==> config.mk <==
export PLATFORM = sky130hd
export DESIGN_NAME = bcq_top
export DESIGN_NICKNAME = d
export VERILOG_FILES = /design/src/verilog/bcq_pkg.sv /design/src/verilog/bcq_bus_if.sv /design/src/verilog/bcq_top.sv /design/src/verilog/bcq_match.sv /design/src/verilog/bcq_timer.sv
export SDC_FILE = /design/constraint.sdc
export NUM_CORES = 1
export LEC_CHECK = 0
export BUFFER_PORTS_ARGS = -buffer_cell sky130_fd_sc_hd__buf_2
export CORE_AREA = 4 4 211 213
export CTS_CLUSTER_SIZE = 30
export DETAILED_ROUTE_END_ITERATION = 7
export DIE_AREA = 0 0 215 217
export HOLD_SLACK_MARGIN = 0.12
export PLACE_DENSITY = 0.72
export SETUP_SLACK_MARGIN = 0.3
export SYNTH_ARGS = -nofsm -noshare
export SYNTH_HDL_FRONTEND = slang
export SYNTH_SLANG_ARGS = --single-unit
export TNS_END_PERCENT = 5
==> constraint.sdc <==
create_clock -name clk -period 25.7 [get_ports clk]
set_input_delay 3.855 -clock clk [delete_from_list [all_inputs] [get_ports clk]]
set_output_delay 3.855 -clock clk [all_outputs]
set_load 0.05 [all_outputs]
==> src/verilog/bcq_pkg.sv <==
// Constants, types and helper functions of the bus-cycle breakpoint qualifier
// Functional notes
// RULE1: Four comparator sets 0..3; set 3 is the trace qualifier, not a breakpoint.
// RULE2: Each breakpoint needs 1 to 32767 matching occurrences before it takes effect.
// RULE3: Address pattern has six hex digits, each digit maskable as don't care.
// RULE4: Data pattern has four hex digits, each digit maskable as don't care.
// RULE5: Four external lines compared bitwise with masks; qualifier resets fully masked.
// RULE6: Class selector: instruction fetch only, data only, or both.
// RULE7: Direction selector: read only, write only, or both.
// RULE8: Space selector: memory only, I/O only, or both.
// RULE9: Space selector ignored when target has no separate I/O space.
// RULE10: Each breakpoint picks halt or snapshot as its action.
// RULE11: Qualifier post-trigger delay 1..255 bus cycles, default 1, traced after trigger.
// RULE12: With analyzer enabled, break action waits out the post-trigger delay.
// RULE13: In event-timing mode all breakpoints act as snapshots, never halt.
// RULE14: Qualifier left at all don't-care records every bus cycle.
// RULE15: Significant address and data digits follow target bus widths.
// RULE16: With analyzer enabled, any satisfied breakpoint or chain end triggers the trace.
// RULE17: Event timer starts on breakpoint 1 match, stops on breakpoint 2 trigger; the code only stops it when the analyzer is enabled.
// RULE18: Event timer is 24 bits, counting microseconds, 100 ns steps or bus cycles.
// RULE19: A set matches only when all unmasked fields agree in the same cycle.
package bcq_pkg;

  // ----------------------------------------------------------------
  // Widths and counts
  // ----------------------------------------------------------------
  localparam int ADDR_DIG = 6;
  localparam int DATA_DIG = 4;
  localparam int ADDR_W = 4 * ADDR_DIG;
  localparam int DATA_W = 4 * DATA_DIG;
  localparam int EXT_W = 4;
  localparam int CNT_W = 15;
  localparam int DLY_W = 8;
  localparam int TMR_W = 24;
  localparam int NUM_BP = 3;
  localparam logic [1:0] QUAL_IDX = 2'h3;
  localparam logic [1:0] ARM_NONE = 2'h3;

  // ----------------------------------------------------------------
  // Reset values
  // ----------------------------------------------------------------
  localparam logic [CNT_W-1:0] CNT_ONE = 15'h0001;
  localparam logic [DLY_W-1:0] DLY_ONE = 8'h01;
  localparam logic [DLY_W-1:0] DLY_MAX = 8'hff;

  // ----------------------------------------------------------------
  // Timer step timing
  // ----------------------------------------------------------------
  localparam int CLK_PERIOD_NS = 5;
  localparam int STEP_NS = 100;
  localparam int MICRO_NS = 1000;
  localparam int STEP_CYC = STEP_NS / CLK_PERIOD_NS;
  localparam int MICRO_CYC = MICRO_NS / CLK_PERIOD_NS;

  // ----------------------------------------------------------------
  // Types
  // ----------------------------------------------------------------
  // SEL_A is I/R/M, SEL_B is D/W/I for the class, direction and space selectors
  typedef enum logic [2:0] {SEL_X = 3'h1, SEL_A = 3'h2, SEL_B = 3'h4} bcq_sel_t;
  typedef enum logic [1:0] {ACT_HALT = 2'h1, ACT_SNAP = 2'h2} bcq_act_t;
  typedef enum logic [2:0] {UNIT_MICRO = 3'h1, UNIT_STEP = 3'h2, UNIT_BUS = 3'h4} bcq_unit_t;
  typedef enum logic [1:0] {ST_IDLE = 2'h1, ST_POST = 2'h2} bcq_state_t;

  // Count holds the repetition count, or the post-trigger delay for set 3
  typedef struct packed {
    logic enable;
    logic [ADDR_W-1:0] addr;
    logic [ADDR_DIG-1:0] addrDc;
    logic [DATA_W-1:0] data;
    logic [DATA_DIG-1:0] dataDc;
    logic [EXT_W-1:0] ext;
    logic [EXT_W-1:0] extDc;
    bcq_sel_t cls;
    bcq_sel_t dir;
    bcq_sel_t spc;
    bcq_act_t action;
    logic [CNT_W-1:0] count;
  } bcq_set_t;

  localparam bcq_set_t SET_RESET = '{enable: 1'b0, addr: 24'h000000, addrDc: 6'h3f,
                                     data: 16'h0000, dataDc: 4'hf, ext: 4'h0,
                                     extDc: 4'hf, cls: SEL_X, dir: SEL_X, spc: SEL_X,
                                     action: ACT_HALT, count: CNT_ONE};

  // ----------------------------------------------------------------
  // Functions
  // ----------------------------------------------------------------
  // Bit mask of nibbles that must compare: not don't care and inside the bus width
  function automatic logic [ADDR_W-1:0] bcqCareMask(input logic [ADDR_DIG-1:0] dc,
                                                    input logic [2:0] digits);
    logic [ADDR_W-1:0] m;
    m = '0;
    for (int k = 0; k < ADDR_DIG; k++)
      if (!dc[k] && 3'(k) < digits)
        m[4*k +: 4] = 4'hf;
    return m;
  endfunction : bcqCareMask

  function automatic logic bcqSelOk(input bcq_sel_t sel, input logic a, input logic b);
    return (sel == SEL_X) || (sel == SEL_A && a) || (sel == SEL_B && b);
  endfunction : bcqSelOk

  // Lowest enabled breakpoint at or above from, ARM_NONE when there is none
  function automatic logic [1:0] bcqNextActive(input logic [NUM_BP-1:0] en,
                                               input logic [1:0] from);
    logic [1:0] r;
    r = ARM_NONE;
    for (int k = NUM_BP - 1; k >= 0; k--)
      if (en[k] && 2'(k) >= from)
        r = 2'(k);
    return r;
  endfunction : bcqNextActive

endpackage : bcq_pkg

==> src/verilog/bcq_bus_if.sv <==
// Observed target bus cycle shared between the top and its comparators
`timescale 1ns/1ps
interface bcq_bus_if;
  import bcq_pkg::*;
  logic valid;
  logic [ADDR_W-1:0] addr;
  logic [DATA_W-1:0] data;
  logic [EXT_W-1:0] ext;
  logic fetch;
  logic write;
  logic io;
  modport src (output valid, addr, data, ext, fetch, write, io);
  modport sink (input valid, addr, data, ext, fetch, write, io);
endinterface : bcq_bus_if

==> src/verilog/bcq_top.sv <==
// Breakpoint and trace qualifier comparator block for the emulator analyzer
`timescale 1ns/1ps
module bcq_top
  import bcq_pkg::*;
(
  // Clock and reset
  input wire logic clk,
  input wire logic reset,
  // Target bus cycle
  input wire logic busValid,
  input wire logic [ADDR_W-1:0] busAddr,
  input wire logic [DATA_W-1:0] busData,
  input wire logic [EXT_W-1:0] busExt,
  input wire logic busFetch,
  input wire logic busWrite,
  input wire logic busIo,
  // Target shape
  input wire logic hasIoSpace,
  input wire logic [2:0] addrDigits,
  input wire logic [2:0] dataDigits,
  // Modes
  input wire logic andMode,
  input wire logic analyzerEn,
  input wire logic eventTiming,
  input bcq_unit_t timerUnits,
  // Pattern set write
  input wire logic cfgWr,
  input wire logic [1:0] cfgIdx,
  input bcq_set_t cfgSet,
  // Actions and trace
  output logic haltReq,
  output logic snapReq,
  output logic traceTrig,
  output logic traceRec,
  // Status
  output logic [1:0] armedIdx,
  output logic [TMR_W-1:0] timerCount,
  output logic timerRunning
);

  // ----------------------------------------------------------------
  // State
  // ----------------------------------------------------------------
  typedef struct packed {
    bcq_set_t [3:0] cfg;
    logic [NUM_BP-1:0][CNT_W-1:0] repCnt;
    logic [1:0] armIdx;
    bcq_state_t st;
    logic [DLY_W-1:0] postCnt;
    logic pendHalt;
    logic haltReq;
    logic snapReq;
    logic traceTrig;
    logic traceRec;
    logic tmrStart;
    logic tmrStop;
  } bcq_top_t;

  bcq_top_t q;
  bcq_top_t d;
  logic [3:0] hit;
  logic [3:0] sat;
  logic [NUM_BP-1:0] en;
  logic [NUM_BP-1:0] newEn;
  logic [1:0] nxt;
  logic [1:0] fireIdx;
  logic fire;
  logic fireHalt;
  logic qualAllDc;
  bcq_set_t wrSet;

  // ----------------------------------------------------------------
  // Comparators
  // ----------------------------------------------------------------
  bcq_bus_if busIf ();

  assign busIf.valid = busValid;
  assign busIf.addr = busAddr;
  assign busIf.data = busData;
  assign busIf.ext = busExt;
  assign busIf.fetch = busFetch;
  assign busIf.write = busWrite;
  assign busIf.io = busIo;

  genvar g;
  generate
    for (g = 0; g < 4; g++)
    begin : gen_set
      bcq_match u_match (
        .bus(busIf),
        .cfg(q.cfg[g]),
        .hasIoSpace(hasIoSpace),
        .addrDigits(addrDigits),
        .dataDigits(dataDigits),
        .hit(hit[g])
      ); // [RULE1]
    end
  endgenerate

  // ----------------------------------------------------------------
  // Next state
  // ----------------------------------------------------------------
  always_comb
  begin
    d = q;
    d.haltReq = 1'b0;
    d.snapReq = 1'b0;
    d.traceTrig = 1'b0;
    d.traceRec = 1'b0;
    d.tmrStart = 1'b0;
    d.tmrStop = 1'b0;
    sat = 4'h0;
    fire = 1'b0;
    fireIdx = 2'h0;
    nxt = ARM_NONE;
    en = {q.cfg[2].enable, q.cfg[1].enable, q.cfg[0].enable};
    qualAllDc = (q.cfg[QUAL_IDX].addrDc == 6'h3f) && (q.cfg[QUAL_IDX].dataDc == 4'hf)
      && (q.cfg[QUAL_IDX].extDc == 4'hf) && (q.cfg[QUAL_IDX].cls == SEL_X)
      && (q.cfg[QUAL_IDX].dir == SEL_X) && (q.cfg[QUAL_IDX].spc == SEL_X);

    // Repetition counting: only the armed breakpoint counts in chained mode
    for (int i = 0; i < NUM_BP; i++)
    begin
      if (hit[i] && q.cfg[i].enable && (!andMode || q.armIdx == 2'(i)))
      begin
        if (q.repCnt[i] + CNT_ONE >= q.cfg[i].count)
        begin
          sat[i] = 1'b1; // [RULE2]
          d.repCnt[i] = '0;
        end
        else
          d.repCnt[i] = q.repCnt[i] + CNT_ONE; // [RULE2]
      end
    end

    if (andMode)
    begin
      if (q.armIdx != ARM_NONE && sat[q.armIdx])
      begin
        nxt = bcqNextActive(en, q.armIdx + 2'h1);
        if (nxt == ARM_NONE)
        begin
          fire = 1'b1;
          fireIdx = q.armIdx;
          d.armIdx = bcqNextActive(en, 2'h0);
        end
        else
          d.armIdx = nxt;
      end
    end
    else
    begin
      for (int i = NUM_BP - 1; i >= 0; i--)
      begin
        if (sat[i])
        begin
          fire = 1'b1;
          fireIdx = 2'(i);
        end
      end
    end

    // Event timing turns every halt into a snapshot
    fireHalt = (q.cfg[fireIdx].action == ACT_HALT) && !eventTiming; // [RULE10] [RULE13]

    case (q.st)
      ST_IDLE:
      begin
        if (fire && analyzerEn)
        begin
          d.traceTrig = 1'b1; // [RULE16]
          d.st = ST_POST;
          d.postCnt = q.cfg[QUAL_IDX].count[DLY_W-1:0]; // [RULE11]
          d.pendHalt = fireHalt; // [RULE12]
          d.tmrStop = eventTiming && (fireIdx == 2'h2); // [RULE17]
        end
        else if (fire)
        begin
          d.haltReq = fireHalt;
          d.snapReq = !fireHalt;
        end
      end
      ST_POST:
      begin
        if (busValid)
        begin
          if (q.postCnt == DLY_ONE)
          begin
            d.st = ST_IDLE;
            d.haltReq = q.pendHalt; // [RULE12]
            d.snapReq = !q.pendHalt;
          end
          else
            d.postCnt = q.postCnt - DLY_ONE; // [RULE11]
        end
      end
      default: d.st = ST_IDLE;
    endcase

    // Trace records qualified cycles, the trigger cycle and the post-trigger window
    d.traceRec = analyzerEn && busValid
      && (hit[QUAL_IDX] || q.st == ST_POST || fire); // [RULE11] [RULE14]

    // Timer only starts on breakpoint 1; breakpoint 0 never touches it
    d.tmrStart = eventTiming && hit[1] && q.cfg[1].enable; // [RULE17]

    // A write reloads the set with zero counts raised to 1 and the delay cut to its low 8 bits, and restarts all chains
    wrSet = cfgSet;
    if (cfgIdx == QUAL_IDX)
    begin
      wrSet.count = {7'h00, (cfgSet.count[DLY_W-1:0] == 8'h00) ? DLY_ONE
                            : cfgSet.count[DLY_W-1:0]}; // [RULE11]
    end
    else if (cfgSet.count == '0)
      wrSet.count = CNT_ONE; // [RULE2]
    newEn = en;
    if (cfgIdx != QUAL_IDX)
      newEn[cfgIdx] = cfgSet.enable;
    if (cfgWr)
    begin
      d.cfg[cfgIdx] = wrSet;
      d.repCnt = '0;
      d.armIdx = bcqNextActive(newEn, 2'h0);
    end
  end

  always_ff @(posedge clk or posedge reset)
  begin
    if (reset)
    begin
      q.cfg <= {SET_RESET, SET_RESET, SET_RESET, SET_RESET}; // [RULE5] [RULE6] [RULE8]
      q.repCnt <= '0;
      q.armIdx <= ARM_NONE;
      q.st <= ST_IDLE;
      q.postCnt <= DLY_ONE;
      q.pendHalt <= 1'b0;
      q.haltReq <= 1'b0;
      q.snapReq <= 1'b0;
      q.traceTrig <= 1'b0;
      q.traceRec <= 1'b0;
      q.tmrStart <= 1'b0;
      q.tmrStop <= 1'b0;
    end
    else
      q <= d;
  end

  // ----------------------------------------------------------------
  // Event timer
  // ----------------------------------------------------------------
  bcq_timer u_timer (
    .clk(clk),
    .reset(reset),
    .start(q.tmrStart),
    .stop(q.tmrStop),
    .busTick(busValid),
    .units(timerUnits),
    .count(timerCount),
    .running(timerRunning)
  ); // [RULE18]

  assign haltReq = q.haltReq;
  assign snapReq = q.snapReq;
  assign traceTrig = q.traceTrig;
  assign traceRec = q.traceRec;
  assign armedIdx = q.armIdx;
endmodule : bcq_top

==> src/verilog/bcq_match.sv <==
// One pattern comparator set: address, data, external lines and cycle type
`timescale 1ns/1ps
module bcq_match
  import bcq_pkg::*;
(
  // Observed cycle
  bcq_bus_if.sink bus,
  // Pattern and target shape
  input bcq_set_t cfg,
  input wire logic hasIoSpace,
  input wire logic [2:0] addrDigits,
  input wire logic [2:0] dataDigits,
  // Result
  output logic hit
);

  logic [ADDR_W-1:0] addrCare;
  logic [ADDR_W-1:0] dataCareWide;
  logic fieldsOk;

  always_comb
  begin
    addrCare = bcqCareMask(cfg.addrDc, addrDigits); // [RULE3] [RULE15]
    dataCareWide = bcqCareMask({2'h0, cfg.dataDc}, dataDigits); // [RULE4] [RULE15]
    fieldsOk = (((bus.addr ^ cfg.addr) & addrCare) == '0)
      && (((bus.data ^ cfg.data) & dataCareWide[DATA_W-1:0]) == '0)
      && (((bus.ext ^ cfg.ext) & ~cfg.extDc) == '0); // [RULE5]
    hit = bus.valid && fieldsOk // [RULE19]
      && bcqSelOk(cfg.cls, bus.fetch, !bus.fetch) // [RULE6]
      && bcqSelOk(cfg.dir, !bus.write, bus.write) // [RULE7]
      && (!hasIoSpace || bcqSelOk(cfg.spc, !bus.io, bus.io)); // [RULE8] [RULE9]
  end

endmodule : bcq_match

==> src/verilog/bcq_timer.sv <==
// 24-bit event timer with microsecond, 100 ns and bus-cycle units
`timescale 1ns/1ps
module bcq_timer
  import bcq_pkg::*;
(
  // Clock and reset
  input wire logic clk,
  input wire logic reset,
  // Control
  input wire logic start,
  input wire logic stop,
  input wire logic busTick,
  input bcq_unit_t units,
  // Result
  output logic [TMR_W-1:0] count,
  output logic running
);

  typedef struct packed {
    logic running;
    logic [7:0] pre;
    logic [TMR_W-1:0] count;
  } bcq_tmr_t;

  bcq_tmr_t q;
  bcq_tmr_t d;
  logic tick;

  always_comb
  begin
    d = q;
    tick = 1'b0;
    case (units)
      UNIT_BUS: tick = busTick;
      UNIT_STEP: tick = (q.pre == 8'(STEP_CYC - 1));
      default: tick = (q.pre == 8'(MICRO_CYC - 1));
    endcase
    d.pre = (tick || !q.running) ? 8'h00 : q.pre + 8'h01;
    if (start)
    begin
      d.running = 1'b1;
      d.count = '0;
      d.pre = 8'h00;
    end
    else if (stop)
      d.running = 1'b0;
    else if (q.running && tick)
      d.count = q.count + 24'h000001; // [RULE18]
  end

  always_ff @(posedge clk or posedge reset)
  begin
    if (reset)
      q <= '0;
    else
      q <= d;
  end

  assign count = q.count;
  assign running = q.running;
endmodule : bcq_timer

==> results.toml <==
[placed_design]
place.detailed.hpwl_mm = 37.9
place_inst = 2534
gp_congestion = 0.833
port_buffers = 181

[synth]
async_flop_share_pct = 100
ys.flop_type = "dfrtp_1"
synthTopCellsByArea = "dfrtp_1, mux2_2, dfstp_2"
synth_mux_area_share_pct = 16.3
synthCells = 1901
synth.net_count = 2110
synth-simple-area-share_pct = 9.73
ys_warn_count = 0
synth.distinct_cells = 88
synth_xor_xnor_area_share_pct = 9.48
synth_fa_ha_area_share_pct = 3.29
synth_top_area_share_pct = 39.5
ys_ff_latch = 427
synth_compound_area_share_pct = 8.73
synth_top_family_by_area = "multiplexers"
avgSynthCellArea_um2 = 11.6
yosysSeqAreaShare_pct = 48.9
syn_area_mm2 = 0.0220
synth-edff-count = 0
yosys.area.top_type = "dfrtp_1"

[timing]
rsz0062_at_grt = "no"
finalSetupViolCount = 0
finalSetupTns_ns = 0
min_period_ns = 6.48
drv_slew = 0
worst_clock_skew_ns = 0.0190
slew_headroom_pct = 26.6
fmax_ghz = 0.154
period_share_pct = 25.2
worst_slew_pin_slew_ns = 1.09
hold_viol_final = 0

[final_layout]
fin_nets = 2246
layout_commonest_cell = "dfrtp_1"
syn_to_final_growth_pct = 12.7
fin_cells = 2632
mostFrequentLayoutCells = "dfrtp_1, mux2_2, buf_2, xnor2_1, nor2_1"
layout-drive-gt1-share_pct = 32.9
n_fill_cell = 3550

[pwr]
pwr_density_cell_mw_per_mm2 = 76.5
netSwitchingFraction_pct = 27.8
p_leak_uw = 0.0110
p_seq_share_pct = 45.6
p_int_uw = 1370
ir_drop_mv = 0.0550
clkPwrFrac_pct = 36.0
p_sw_uw = 527
combPwrFrac_pct = 18.4

[critical_path]
critPathLaunchType = "input pin"
critical_path_required_ns = 26.18
r2r_cells = 17
path_max_fanout = 4
worst_ep_arrival_time_ns = 6.96
r2r-start = "q[49]"
endpoint = "q[8]"
timing_worst_setup_path_type = "in2reg"
cp-startpoint = "busData[2]"
end_kind = "flip-flop"
r2r_end = "q[14]"
rrSetupSlack_ns = 20.81

[routing]
post_drt_wl_per_cell_um = 20.2
ant_nets = 0
route.detailed.drc = 0
viasPerCell = 5.75
drt_wl_total_mm = 53.3
dr.pass1.iters = 5
vias = 15100
dr.first_iter.drc_count = 1053

[cts]
clock_path_buffers = 3
cts_resized = 0
worstSkewPairLatency_ns = 0.60
cts_tree = "built"
postCtsSetupBuffers = 0
cts_hold_buf = 0
cts-root-buf = "clkbuf_16"
clk_pin_slew_ns = 0.06
h-tree-depth = 2
cts.sinks = 427
cts_buffers = 47

[global_route]
antenna_found_initial = 24
grt_first_pass_wirelength_mm = 85.2
grt_use_total_pct = 22.8
overflow = 0
grt_pass1_vias = 15800
grt_max_degree = 137

[floorplanning]
dieArea_mm2 = 0.0467
num_rows = 76
start_util_pct = 51.6
die_x_um = 215
ios = 182
coreArea_mm2 = 0.0427
dieHeight_um = 217

[flow_run]
max_cap_viol_count = 0

[min_path]
hp-class = "reg2reg"

[outcome]
status = "completed"
[state kept, by name (all words and copies together) (netlist names), 2 cells and up]
register,count
armedIdx,2
en,3
q,385
u_timer.count,24
u_timer.q,8
[cells in the mapped netlist (6+ instances only)]
master,count
a21o_1,17
a21oi_1,44
a22o_1,28
a22oi_1,6
a31oi_1,9
a41oi_1,13
and3_1,23
buf_1,18
buf_4,27
clkbuf_1,54
dfrtp_1,348
dfstp_2,79
ha_1,58
inv_1,71
mux2_2,314
nand2_1,65
nand2b_1,22
nand3_1,40
nand3b_1,10
nand4_1,32
nor2_1,106
nor2b_1,11
nor3_1,25
nor3b_1,8
nor4_1,22
o21ai_0,77
o21ai_1,11
o21bai_1,8
o22ai_1,12
or3_1,8
xnor2_1,147
xor2_1,88
[cells by family after synthesis]
family | Yosys count
AO/OA/AOI/OAI | 280
XOR/XNOR | 237
adder cells (fa/ha/maj) | 58
buffers and inverters | 178
flip-flops | 427
multiplexers | 319
AND/OR/NAND/NOR | 402
[worst min-delay path by stage]
stage / cells after the start / slack, ns / from / endpoint
after floorplan: 2 / 0.46 / q[149] / q[149]
after global routing: 2 / 0.51 / q[149] / q[149]
final: 2 / 0.49 / q[149] / q[149]
after detailed placement: 2 / 0.48 / q[149] / q[149]
after CTS: 2 / 0.49 / q[149] / q[149]
after global placement: 2 / 0.47 / q[149] / q[149]
[routing by layer]
metal	GRT usage [%]	routed length, µm
met5	0	145
met1	29.1	22800
met2	37.9	25500
met4	8.93	1830
met3	5.35	2940
[area by class of cell]
| class | count | area, µm² | area share (%) |
|---|---|---|---|
| Sequential cell | 427 | 10800 | 43.4 |
| Multi-Input combinational cell | 1296 | 10500 | 42.3 |
| Clock buffer | 75 | 1390 | 5.61 |
| Timing Repair Buffer | 192 | 988 | 3.98 |
| Tap cell | 546 | 683 | 2.75 |
| Inverter | 73 | 282 | 1.13 |
| Clock inverter | 13 | 174 | 0.700 |
| Antenna cell | 10 | 25.0 | 0.101 |
[power by group through the flow]
stage | combinational (µW) | sequential, µW | clock, µW
finish | 350 | 866 | 683
global route | 388 | 878 | 729
CTS | 353 | 866 | 699
detailed placement | 350 | 876 | 0
global placement | 338 | 870 | 0
floorplan | 268 | 856 | 0
[critical path: stages]
cell and delay [ns]:
buf_2 0.13, xor2_1 0.17, o41ai_1 0.92, nand4_4 0.26
nor4_4 0.42, a222oi_1 0.18, nor3b_2 0.33, nor2_1 0.16
a21boi_2 0.20, mux2_1 0.33
[per-stage QoR]
stage / setup slack (ns) / hold slack (ns) / instance area [µm²] / util [%] / total power, µW
finish: 19.22 / 0.490 / 24800 / 58.2 / 1900
global route: 19.01 / 0.506 / 24800 / 58.2 / 2000
CTS: 19.25 / 0.489 / 24800 / 58.1 / 1920
detailed placement: 18.63 / 0.480 / 23200 / 54.5 / 1230
global placement: 18.69 / 0.472 / 23200 / 54.5 / 1210
floorplan: 10.09 / 0.463 / 22000 / - / 1120
(Power assumes the default switching activity.)
